File: src/hw/fbep_pkg.sv
// Constants and types of the flash erase and protection controller.
// Assumes a word-wide synchronous flash array with one-cycle read latency.
package fbep_pkg;

	localparam int unsigned FLASH_BYTES = 96 * 1024;
	localparam int unsigned BLOCK_BYTES = 1024;
	localparam int unsigned REGION_BYTES = 2 * BLOCK_BYTES;
	localparam int unsigned NUM_BLOCKS = FLASH_BYTES / BLOCK_BYTES;
	localparam int unsigned NUM_REGIONS = FLASH_BYTES / REGION_BYTES;
	localparam int unsigned WORD_BYTES = 4;
	localparam int unsigned WORDS_PER_BLOCK = BLOCK_BYTES / WORD_BYTES;

	localparam int unsigned ADDR_W = 17;
	localparam int unsigned WADDR_W = ADDR_W - 2;
	localparam int unsigned DATA_W = 32;
	localparam int unsigned BLOCK_W = 7;
	localparam int unsigned REGION_W = 6;
	localparam int unsigned WCNT_W = 8;

	// Field positions inside a byte address
	localparam int unsigned BLOCK_LSB = 10;
	localparam int unsigned REGION_LSB = 11;
	localparam int unsigned WORD_LSB = 2;

	localparam logic [ADDR_W-1:0] FLASH_LIMIT = 17'h18000;
	localparam logic [DATA_W-1:0] ERASED_WORD = 32'hFFFFFFFF;
	localparam logic [WCNT_W-1:0] WCNT_LAST = 8'hFF;
	localparam logic [WCNT_W-1:0] WCNT_RESET = 8'h00;

	typedef enum logic [1:0] {
		PROT_OPEN = 2'h0,
		PROT_READ_ONLY = 2'h1,
		PROT_EXEC_ONLY = 2'h2,
		PROT_RESERVED = 2'h3
	} fbep_prot_t;

	localparam fbep_prot_t PROT_RESET = PROT_OPEN;

	typedef enum logic [1:0] {
		KIND_FETCH = 2'h0,
		KIND_READ = 2'h1,
		KIND_PROGRAM = 2'h2,
		KIND_ERASE = 2'h3
	} fbep_kind_t;

	typedef enum logic [1:0] {
		ST_IDLE = 2'h0,
		ST_RWAIT = 2'h1,
		ST_RCAP = 2'h2,
		ST_ERASE = 2'h3
	} fbep_state_t;

endpackage : fbep_pkg

File: src/hw/fbep_prot_if.sv
// Link between the controller and its protection table.
// Assumes both ends run on the same clock.
`timescale 1ns/1ps

interface fbep_prot_if;
	logic set_valid;
	logic [fbep_pkg::REGION_W-1:0] set_region;
	fbep_pkg::fbep_prot_t set_mode;
	logic [fbep_pkg::REGION_W-1:0] look_region;
	fbep_pkg::fbep_prot_t look_mode;

	modport table_end (
		input set_valid,
		input set_region,
		input set_mode,
		input look_region,
		output look_mode
	);

	modport ctrl_end (
		output set_valid,
		output set_region,
		output set_mode,
		output look_region,
		input look_mode
	);
endinterface : fbep_prot_if

File: src/hw/fbep_prot_table.sv
// Per-region protection settings, one entry for each 2 KB region.
// Assumes writes and lookups come from logic on ref_clk.
`timescale 1ns/1ps

module fbep_prot_table (
	input wire logic ref_clk,
	input wire logic rst,
	fbep_prot_if.table_end prot
);

	fbep_pkg::fbep_prot_t mode_ff [fbep_pkg::NUM_REGIONS];

	////////////////////////////////////////////////////////////////////////
	genvar gi;
	generate
		for (gi = 0; gi < fbep_pkg::NUM_REGIONS; gi++) begin : g_region
			// Reserved code is ignored so a slip cannot unlock a region
			always_ff @(posedge ref_clk or posedge rst) begin
				if (rst) begin
					mode_ff[gi] <= fbep_pkg::PROT_RESET;
				end else if (prot.set_valid
						&& prot.set_region == fbep_pkg::REGION_W'(gi)
						&& prot.set_mode != fbep_pkg::PROT_RESERVED) begin
					mode_ff[gi] <= prot.set_mode; // [RULE_04] [RULE_05]
				end
			end
		end
	endgenerate

	////////////////////////////////////////////////////////////////////////
	// Out-of-range index reads open; the controller refuses those anyway
	always_comb begin
		if (prot.look_region < fbep_pkg::REGION_W'(fbep_pkg::NUM_REGIONS)) begin
			prot.look_mode = mode_ff[prot.look_region];
		end else begin
			prot.look_mode = fbep_pkg::PROT_OPEN;
		end
	end

endmodule : fbep_prot_table

File: src/hw/fbep_top.sv
// Erase sequencer and region protection checker for a 96 KB flash array.
// Assumes requesters and the array share ref_clk; array reads take one cycle.
//
// Overview of operation
// RULE_01 - Manage a 96 KB program flash array
// RULE_02 - Erase each 1 KB block on its own
// RULE_03 - Erased block holds all ones
// RULE_04 - Protection set per 2 KB region pair
// RULE_05 - Region may be open, read-only or execute-only
// RULE_06 - Read-only regions refuse erase and program
// RULE_07 - Execute-only regions refuse erase and program
// RULE_08 - Execute-only regions serve instruction fetches only
// RULE_09 - Sticky flag records every protection refusal
`timescale 1ns/1ps

module fbep_top (
	input wire logic ref_clk,
	input wire logic rst,
	input wire logic prot_set_valid,
	input wire logic [fbep_pkg::REGION_W-1:0] prot_set_region,
	input wire fbep_pkg::fbep_prot_t prot_set_mode,
	input wire logic req_valid,
	input wire fbep_pkg::fbep_kind_t req_kind,
	input wire logic req_debug,
	input wire logic [fbep_pkg::ADDR_W-1:0] req_addr,
	input wire logic [fbep_pkg::DATA_W-1:0] req_wdata,
	input wire logic viol_clear,
	input wire logic [fbep_pkg::DATA_W-1:0] arr_rdata,
	output logic req_ready_ff,
	output logic rsp_valid_ff,
	output logic rsp_denied_ff,
	output logic [fbep_pkg::DATA_W-1:0] rsp_rdata_ff,
	output logic viol_flag_ff,
	output logic arr_rd_en_ff,
	output logic arr_wr_en_ff,
	output logic [fbep_pkg::WADDR_W-1:0] arr_addr_ff,
	output logic [fbep_pkg::DATA_W-1:0] arr_wdata_ff
);

	////////////////////////////////////////////////////////////////////////
	// Access decision for one region mode
	function automatic logic access_ok(
		input fbep_pkg::fbep_prot_t mode,
		input fbep_pkg::fbep_kind_t kind,
		input logic debug
	);
		logic ok;
		ok = 1'b1;
		case (mode)
			fbep_pkg::PROT_READ_ONLY: begin
				ok = (kind == fbep_pkg::KIND_FETCH)
					|| (kind == fbep_pkg::KIND_READ); // [RULE_06]
			end
			fbep_pkg::PROT_EXEC_ONLY: begin
				// A debugger never fetches, so its reads are data reads
				ok = (kind == fbep_pkg::KIND_FETCH) && !debug; // [RULE_07] [RULE_08]
			end
			default: begin
				ok = 1'b1;
			end
		endcase
		return ok;
	endfunction : access_ok

	////////////////////////////////////////////////////////////////////////
	fbep_prot_if prot ();

	fbep_prot_table u_table (
		.ref_clk(ref_clk),
		.rst(rst),
		.prot(prot.table_end)
	);

	assign prot.set_valid = prot_set_valid;
	assign prot.set_region = prot_set_region;
	assign prot.set_mode = prot_set_mode;
	assign prot.look_region = req_addr[fbep_pkg::ADDR_W-1:fbep_pkg::REGION_LSB];

	fbep_pkg::fbep_state_t state_ff;
	logic [fbep_pkg::WCNT_W-1:0] wcnt_ff;
	logic [fbep_pkg::BLOCK_W-1:0] erase_blk_ff;
	logic erase_done_ff;
	logic take;
	logic in_range;
	logic allowed;
	logic deny_prot;

	assign take = req_valid && req_ready_ff;
	assign in_range = req_addr < fbep_pkg::FLASH_LIMIT; // [RULE_01]
	assign allowed = access_ok(prot.look_mode, req_kind, req_debug);
	assign deny_prot = take && in_range && !allowed;

	////////////////////////////////////////////////////////////////////////
	// Sequencer state
	always_ff @(posedge ref_clk or posedge rst) begin
		if (rst) begin
			state_ff <= fbep_pkg::ST_IDLE;
		end else begin
			case (state_ff)
				fbep_pkg::ST_IDLE: begin
					if (take && in_range && allowed) begin
						if (req_kind == fbep_pkg::KIND_ERASE) begin
							state_ff <= fbep_pkg::ST_ERASE; // [RULE_02]
						end else if (req_kind != fbep_pkg::KIND_PROGRAM) begin
							state_ff <= fbep_pkg::ST_RWAIT;
						end
					end
				end
				fbep_pkg::ST_RWAIT: begin
					state_ff <= fbep_pkg::ST_RCAP;
				end
				fbep_pkg::ST_RCAP: begin
					state_ff <= fbep_pkg::ST_IDLE;
				end
				fbep_pkg::ST_ERASE: begin
					if (wcnt_ff == fbep_pkg::WCNT_LAST) begin
						state_ff <= fbep_pkg::ST_IDLE;
					end
				end
				default: begin
					state_ff <= fbep_pkg::ST_IDLE;
				end
			endcase
		end
	end

	////////////////////////////////////////////////////////////////////////
	// Erase walk over the 256 words of one block
	always_ff @(posedge ref_clk or posedge rst) begin
		if (rst) begin
			wcnt_ff <= fbep_pkg::WCNT_RESET;
			erase_blk_ff <= '0;
		end else if (state_ff == fbep_pkg::ST_IDLE && take
				&& req_kind == fbep_pkg::KIND_ERASE) begin
			wcnt_ff <= fbep_pkg::WCNT_RESET;
			erase_blk_ff <= req_addr[fbep_pkg::ADDR_W-1:fbep_pkg::BLOCK_LSB];
		end else if (state_ff == fbep_pkg::ST_ERASE) begin
			wcnt_ff <= wcnt_ff + 8'h01;
		end
	end

	////////////////////////////////////////////////////////////////////////
	// Array port
	always_ff @(posedge ref_clk or posedge rst) begin
		if (rst) begin
			arr_rd_en_ff <= 1'b0;
			arr_wr_en_ff <= 1'b0;
			arr_addr_ff <= '0;
			arr_wdata_ff <= '0;
		end else begin
			arr_rd_en_ff <= 1'b0;
			arr_wr_en_ff <= 1'b0;
			if (state_ff == fbep_pkg::ST_ERASE) begin
				// Only words of the chosen block are touched
				arr_wr_en_ff <= 1'b1; // [RULE_02]
				arr_addr_ff <= {erase_blk_ff, wcnt_ff};
				arr_wdata_ff <= fbep_pkg::ERASED_WORD; // [RULE_03]
			end else if (take && in_range && allowed
					&& req_kind != fbep_pkg::KIND_ERASE) begin
				arr_rd_en_ff <= (req_kind != fbep_pkg::KIND_PROGRAM);
				arr_wr_en_ff <= (req_kind == fbep_pkg::KIND_PROGRAM);
				arr_addr_ff <= req_addr[fbep_pkg::ADDR_W-1:fbep_pkg::WORD_LSB];
				arr_wdata_ff <= req_wdata;
			end
		end
	end

	////////////////////////////////////////////////////////////////////////
	// Answer waits one edge so the array has taken the last word
	always_ff @(posedge ref_clk or posedge rst) begin
		if (rst) begin
			erase_done_ff <= 1'b0;
		end else begin
			erase_done_ff <= (state_ff == fbep_pkg::ST_ERASE)
					&& (wcnt_ff == fbep_pkg::WCNT_LAST); // [RULE_02]
		end
	end

	////////////////////////////////////////////////////////////////////////
	// Requester handshake and answer
	always_ff @(posedge ref_clk or posedge rst) begin
		if (rst) begin
			req_ready_ff <= 1'b0;
		end else if (take) begin
			req_ready_ff <= 1'b0;
		end else begin
			// Ready again once the answer has been given
			req_ready_ff <= (state_ff == fbep_pkg::ST_IDLE) && !rsp_valid_ff
					&& !erase_done_ff;
		end
	end

	always_ff @(posedge ref_clk or posedge rst) begin
		if (rst) begin
			rsp_valid_ff <= 1'b0;
			rsp_denied_ff <= 1'b0;
			rsp_rdata_ff <= '0;
		end else begin
			rsp_valid_ff <= 1'b0;
			if (take && (!in_range || !allowed
					|| req_kind == fbep_pkg::KIND_PROGRAM)) begin
				rsp_valid_ff <= 1'b1;
				rsp_denied_ff <= !in_range || !allowed; // [RULE_06] [RULE_07]
				rsp_rdata_ff <= '0; // [RULE_08]
			end else if (state_ff == fbep_pkg::ST_RCAP) begin
				rsp_valid_ff <= 1'b1;
				rsp_denied_ff <= 1'b0;
				rsp_rdata_ff <= arr_rdata;
			end else if (erase_done_ff) begin
				rsp_valid_ff <= 1'b1;
				rsp_denied_ff <= 1'b0;
			end
		end
	end

	////////////////////////////////////////////////////////////////////////
	// Set beats clear so a refusal in the clearing cycle is kept
	always_ff @(posedge ref_clk or posedge rst) begin
		if (rst) begin
			viol_flag_ff <= 1'b0;
		end else if (deny_prot) begin
			viol_flag_ff <= 1'b1; // [RULE_09]
		end else if (viol_clear) begin
			viol_flag_ff <= 1'b0;
		end
	end

endmodule : fbep_top

File: config.mk
export PLATFORM = sky130hd
export DESIGN_NAME = fbep_top
export DESIGN_NICKNAME = d
export VERILOG_FILES = /design/src/hw/fbep_pkg.sv /design/src/hw/fbep_prot_if.sv /design/src/hw/fbep_prot_table.sv /design/src/hw/fbep_top.sv
export SDC_FILE = /design/constraint.sdc
export NUM_CORES = 1
export LEC_CHECK = 0
export BUFFER_PORTS_ARGS = -buffer_cell sky130_fd_sc_hd__buf_2
export CAP_MARGIN = 20
export CORE_ASPECT_RATIO = 1.25
export CORE_MARGIN = 3
export CORE_UTILIZATION = 38
export DETAILED_ROUTE_END_ITERATION = 8
export MAX_ROUTING_LAYER = met4
export PLACE_DENSITY_LB_ADDON = 0.1
export SYNTH_ARGS = -nofsm -noshare
export SYNTH_HDL_FRONTEND = slang
export SYNTH_SLANG_ARGS = --single-unit
File: constraint.sdc
create_clock -name ref_clk -period 5.7 [get_ports ref_clk]
set_input_delay 0.57 -clock ref_clk [delete_from_list [all_inputs] [get_ports ref_clk]]
set_output_delay 0.57 -clock ref_clk [all_outputs]
set_load 0.02 [all_outputs]
==> results of run 1 <==
cells by family (layout without fill, tap and decap cells):
group                      after synthesis  after routing  synth area share [%]
DFF                                    199            199                  55.0
buffers and inverters                   63            225                  3.02
other                                    0              2                     0
and+or+nand+nor                        342            342                  16.4
AOI/OAI and AO/OA                       76             76                  4.98
muxes                                  139            139                  19.7
adders and majority gates                3              3                 0.414
xor gates and xnor gates                 5              5                 0.483
area by class of cell:
class,instances,share of cell area [%]
clock inverters,14,1.52
inverters,3,0.139
clock buffers,18,3.98
diodes,2,0.0465
flip-flops and latches,199,46.2
repair buffers,190,9.20
well taps,288,3.34
multi-input cells,565,35.5
sequential cells by signal (all words and copies together) (netlist names):
name	count
erase_blk_ff	7
rsp_denied_ff	1
u_table.mode_ff	96
state_ff	2
arr_wdata_ff	32
arr_rd_en_ff	1
rsp_valid_ff	1
req_ready_ff	1
arr_wr_en_ff	1
wcnt_ff	8
erase_done_ff	1
arr_addr_ff	15
viol_flag_ff	1
rsp_rdata_ff	32
worst reg2reg max path, cell delays in order, from the launching register on:
cell and delay, ps:
dfrtp_1 370, mux4_1 550, mux4_2 510, a22o_1 250, ha_1 170, nor3b_1 130, o21bai_1 350, a21bo_2 550
buf_4 300, nand2_1 70, a31oi_1 180
cell usage after synthesis, types with 8 or more instances:
cell	number	area share (%)
dfrtp_1	199	55
clkbuf_1	48	2.0
nand3_1	42	2.3
nor2_1	33	1.4
mux2i_1	16	1.8
buf_2	8	0.44
mux4_2	15	3.7
mux2_2	103	13
nand2_1	209	8.7
a31oi_1	16	1.1
nor3_1	15	0.83
nor2b_1	10	0.69
a21oi_1	37	2.0
layer usage:
layer	up-vias	part of all wire, %	track usage, %
li1	3149	-	-
met5	-	0	-
met3	19	4.4	3.41
met1	3276	44	22.7
met4	0	1.2	4.32
met2	136	50	30.4
path summary, 6_finish.rpt:
kind                            slack, ps                  end                 from  cells after the start
worst min register to register        430         req_ready_ff         rsp_valid_ff                      1
min in group ref_clk                  350      arr_wdata_ff[6]         req_wdata[6]                      3
max in group asynchronous            4020  u_table.mode_ff[40]                  rst                      3
worst max register to register       2180       arr_addr_ff[0]  u_table.mode_ff[53]                     10
worst max-delay path                 1700       arr_addr_ff[0]         req_addr[11]                     11
worst min-delay path                  320     arr_wdata_ff[26]                  rst                      2
power groups by stage:
stage                     registers, uW  logic (uW)  clock network [uW]
after floorplan                    2310         639                   0
after global placement             2000        1440                   0
after detailed placement           2010        1460                   0
after CTS                          1980        1460                1270
after global routing               2030        1580                1320
final                              1970        1430                1230
stage by stage:
stage / std cells / hold slack [ps]
2_1_floorplan: 827 / 415
3_3_place_gp: 1245 / 428
3_5_place_dp: 1245 / 428
4_1_cts: 1277 / 332
5_1_grt: 1278 / 338
6_report: 1279 / 320
==> metrics.md, run 1 <==
| Metric | Value |
|---|---|
| Crit-path cells | buf_2, mux4_1, mux4_2, a22o_1, ha_1, nor3b_1, o21bai_1, a21bo_2, buf_4, nand2_1, a31oi_1 |
| Clk Latency, worst-skew pair | 430 ps |
| Number of buffers created by CTS | 17 |
| Crit-path max FO | 23 |
| Syn_nets | 927 |
| Post-synthesis instance total | approximately 830 |
| Core area | 23200 um2 |
| Die Area | 25700 um2 |
| Vias | 6580 |
| Hold Violations, Final | 0 |
| Min setup slack post-route | ~1700 ps |
| Wirelength, routed | 22300 um |
| Num ports | between 150 and 200 |
| Final core occ | 46.5% |
| Nets | 1076 |
| Lkg Pwr | 0.00530 uW |
| CP Class | primary input to register |
| Most frequent cells in the layout | 208 x nand2_1, 199 x dfrtp_1, 179 x buf_2, 103 x mux2_2, 42 x nand3_1 |
| Initial antenna violation count | 1 |
| Setup tns final | 0 ps |
| Register bit total from synthesis | a little under 200 |
| CP Launch Type | primary input |
| Critical path's largest stage delay | 690 ps |
| Drt wl/cell | 17.4 um |
| Int Pwr | 2980 uW |
| Psw | 1650 uW |
| Async SR Flop Fraction | 100% |
| Gr ovfl total | 0 |
| CP Buf/Inv Count | 2 |
| Max Cap Viol | 0 |
| Endpoints failing setup | 0 |
| Fraction of layout cells with a size suffix above 1 | a little over a third |
| Total power | 4630 uW |
| Die Ht | 179 um |
| Row count | between 60 and 70 |
| Clk sinks | roughly 200 |
| Post-synth EDFFs | 0 |
| H-tree lvl count | 4 |
| Fmax achieved | between 0.2 and 0.3 GHz |
| DR pass1 iterations | 4 |
| Crit path DAT | roughly 4400 ps |
| Setup Buffers After CTS | 0 |
| VDD IR-drop max | 219 uV |
| DRC viols | 0 |
| Worst Path Required | 6050 ps |
| Sw frac | 35.6% |
| Largest net degree at the start of global routing | 160 |
| Avg Cell Area, Syn | roughly 11 um2 |
| First-pass GRT wire length | between 30000 and 40000 um |
| Slew headroom | 37.4% |
| Post-CTS Hold Buffers | 0 |
| Hold Crit Class | primary input to async pin |
| DR vias/cell | 5.14 |
| Footprint of the multi-input gates | 3830 um2 |
| CP max stage cell | mux4_1 |
| Ys Warns | 0 |
| Unrepaired setup endpoints after global routing | false |
| Yosys cell types | 41 |
| ANT nets after route | 0 |
| Crit end category | register |
| Sequential Area | 4980 um2 |
| Pwr/cell area | approximately 430 nW/um2 |
| Clock root cell | clkbuf_16 |
| Max Slew Vio Count | 0 |
| Clk pwr share | a little over a quarter |
| Starting Density | 39.1% |
| Vias in the first global route | 6630 |
| Port buffer count | 179 |
| CTS tree | yes |
| Die width | 144 um |
| Slew @ Worst Pin | 940 ps |
| Final Cell Area | ~11000 um2 |
| Most common cell after layout, fill and taps aside | nand2_1 |
| CTS resizes | 0 |
| Fillers | 2233 |
| Final Skew | roughly 14 ps |
| Sequential area share after synthesis | 55.0% |
| Starting DRT DRC Count | 273 |
| Outcome | complete, no violations |
| Dpl ws | 1170 ps |
| CTS max path bufs | 2 |
| Sequential group share of total power | 42.6% |
| GRT Util Overall | a little under a fifth |
| Top Family by Delay on Critical Path | compound AO/OA/AOI/OAI gates |
| Min cycle time layout | 4000 ps |
| RD Place Congestion | 0.760 |
| Worst-path clk slew | 80 ps |
| Tcrit/Tclk final | a little over two thirds |
| Area Growth Syn to Fin | 18.9% |
| Dominant synthesized flop cell | dfrtp_1 |
| Placed Area | 10200 um2 |
| Hpwl dp | 15100 um |
| Combinational power share | 30.8% |
| Cell area after synthesis | 9060 um2 |
Note: power is estimated with default switching activity, not from simulation.
==> run 2, diff against run 1 <==
ABC_AREA = 1   (was unset)
clock period = 3.8 ns   (was 5.7 ns; I/O delays follow)
==> metrics.md, run 2 <==
| Metric | Value |
|---|---|
| CP Launch Type | primary input |
| Max reg flops | 96 |
| GRT Util Overall | between 20% and 30% |
| Tcrit/Tclk final | 77.3% |
| Syn_nets | between 1000 and 1500 |
| Slew headroom | 31.5% |
| Die Area | 26400 um2 |
| Core area | 23900 um2 |
| Clk sinks | 199 |
| Pwr/cell area | approximately 430 nW/um2 |
| Fillers | 2486 |
| Most frequent cells in the layout | 432 x nand2_1, 199 x dfrtp_1, 179 x buf_2, 121 x o21ai_0, 113 x nand3_1 |
| CTS resizes | 0 |
| Leading registers by flop count | u_table.mode_ff: 96 flops, arr_wdata_ff: 32 flops, rsp_rdata_ff: 32 flops |
| Hold Crit Class | primary input to async pin |
| Cell area after synthesis | 9290 um2 |
| Vias | 8155 |
| Starting DRT DRC Count | 435 |
| Dominant synthesized flop cell | dfrtp_1 |
| Worst Path Required | 4140 ps |
| DR vias/cell | between 4 and 5 |
| CP Buf/Inv Count | 4 |
| Crit end category | register |
| CP max stage cell | nand2_2 |
| Outcome | complete, no violations |
| Final Cell Area | ~11000 um2 |
| Area fraction of the dominant cell type after synthesis | 53.6% |
| Unrepaired setup endpoints after global routing | false |
| Setup Buffers After CTS | 0 |
| Port buffer count | 179 |
| DR pass1 iterations | 5 |
| Num ports | 182 |
| Number of buffers created by CTS | 17 |
| First-pass GRT wire length | 41900 um |
| Post-synth EDFFs | 0 |
| Final Skew | 15.4 ps |
| R2r setup slk | between 1000 and 1500 ps |
| Slew @ Worst Pin | around 1000 ps |
| Crit-path cells | buf_2, inv_2, buf_4, nand2_1, nand3_1, nand3_1, nand3_1, nand3_1, nand3_1, nand2_1, ha_1, inv_1, nand3_2, nand3_2, nand2_2, nor2_1, nor3_1 |
| Placed Area | 10400 um2 |
| Endpoints failing setup | 0 |
| Crit path DAT | ~3300 ps |
| Synth area leaders | dfrtp_1 54%, nand2_1 17%, o21ai_0 6.5% |
| Die width | 146 um |
| VDD IR-drop max | 329 uV |
| Worst-path clk slew | 80 ps |
| Largest net degree at the start of global routing | between 60 and 70 |
| Wirelength, routed | 25400 um |
| Vias in the first global route | a little under 8000 |
| CP dominant cell by count | nand3_1 |
| CP Class | primary input to register |
| Max Slew Vio Count | 0 |
| Drt wl/cell | between 15 and 20 um |
| DRC viols | 0 |
| Critical path's largest stage delay | 550 ps |
| CTS tree | yes |
| Row count | 63 |
| Max Cap Viol | 0 |
| Min cycle time layout | 2940 ps |
| Hpwl dp | 17000 um |
| Async SR Flop Fraction | 100% |
| Post-CTS Hold Buffers | 0 |
| Ys Warns | 0 |
| Crit-path max FO | 34 |
| H-tree lvl count | 4 |
| ANT nets after route | 0 |
| Top Family by Delay on Critical Path | simple AND/OR/NAND/NOR gates |
| Die Ht | about 180 um |
| Area Growth Syn to Fin | 18.4% |
| Nets | 1426 |
| Yosys cell types | 32 |
| Most flops, register | u_table.mode_ff |
| RD Place Congestion | just over 0.8 |
| Clock root cell | clkbuf_16 |
| Top cells by count, synth | 432 x nand2_1, 199 x dfrtp_1, 121 x o21ai_0, 113 x nand3_1, 79 x inv_1 |
| Post-synthesis instance total | 1171 |
| Lkg Pwr | 0.00521 uW |
| Avg Cell Area, Syn | 7.94 um2 |
| Hold_ws | 126 ps |
| Register bit total from synthesis | 199 |
| Sequential area share after synthesis | a little over half |
| Most common cell after layout, fill and taps aside | nand2_1 |
| Count leader, synth | nand2_1 |
| Starting Density | 38.9% |
| Fmax achieved | between 0.3 and 0.4 GHz |
| Setup tns final | 0 ps |
| Hold Violations, Final | 0 |
| CTS max path bufs | 2 |
| Area leader, netlist | dfrtp_1 |
| Gr ovfl total | 0 |
| N_diodes | 0 |
| Clk Latency, worst-skew pair | between 400 and 500 ps |
| Initial antenna violation count | 0 |
| Fraction of layout cells with a size suffix above 1 | between 10% and 20% |
-- run 2: changes by cell type after synthesis, moves of 11 or more --
cell      delta
nand2_1    +223
mux2_2     -103
a31oi_1     -15
o21ai_0    +114
buf_2       +11
inv_1       +76
o21ai_1     +13
mux4_2      -15
mux2i_1     -16
nor2_1      +24
nand3_1     +71
clkbuf_1    -23
-- run 2: worst register-to-register path: cells and delay by family, from the launching register on --
kind	cells	cell delay, ps
AND/OR/NAND/NOR	12	1940
adder cells (fa/ha/maj)	1	270
buffers and inverters	2	100
flip-flops	1	380
-- run 2: kinds of logic after synthesis --
logic type,synth area share [%]
fa+ha+maj,0.404
flops,53.6
buf+inv,6.96
compound gates,9.84
simple gates,29.2
-- run 2: per-stage QoR --
stage	setup WS [ps]	std cells	utilization (%)	power (uW)
3_3_place_gp	431	1632	43.7	2950
4_1_cts	826	1663	46.1	4760
5_1_grt	525	1663	46.1	4930
6_report	862	1663	46.1	4690
3_5_place_dp	388	1632	43.7	2960
2_1_floorplan	846	1171	-	2750
-- run 2: final timing paths --
check | from | to | cells after the start
worst min-delay path | rst | arr_addr_ff[8] | 2
max in group asynchronous | rst | u_table.mode_ff[92] | 3
min in group ref_clk | viol_clear | viol_flag_ff | 2
worst min register to register | erase_done_ff | req_ready_ff | 1
worst max-delay path | req_addr[11] | arr_addr_ff[6] | 17
worst max register to register | u_table.mode_ff[1] | arr_addr_ff[6] | 15
-- run 2: layer usage --
metal | part of all wire, % | up-vias | track usage (%)
li1 | - | 4066 | -
met1 | 46 | 3848 | 26.6
met2 | 48 | 210 | 32.0
met3 | 4.7 | 31 | 3.31
met4 | 1.8 | 0 | 5.40
met5 | 0 | - | -
-- run 2: power by group --
group / internal (uW) / switching [uW] / total, uW
registers: 2270 / 78.1 / 2350
logic: 203 / 359 / 562
clock network: 924 / 853 / 1780
total: 3400 / 1290 / 4690
-- run 2: cell type report --
cell class | instances | area, um2 | area share [%]
tap | 325 | 407 | 3.70
inverter | 84 | 319 | 2.90
sequential | 199 | 4980 | 45.3
multi-input combinational | 828 | 3670 | 33.3
timing repair buffer | 196 | 1060 | 9.64
clock inverter | 13 | 140 | 1.27
clock buffer | 18 | 429 | 3.90
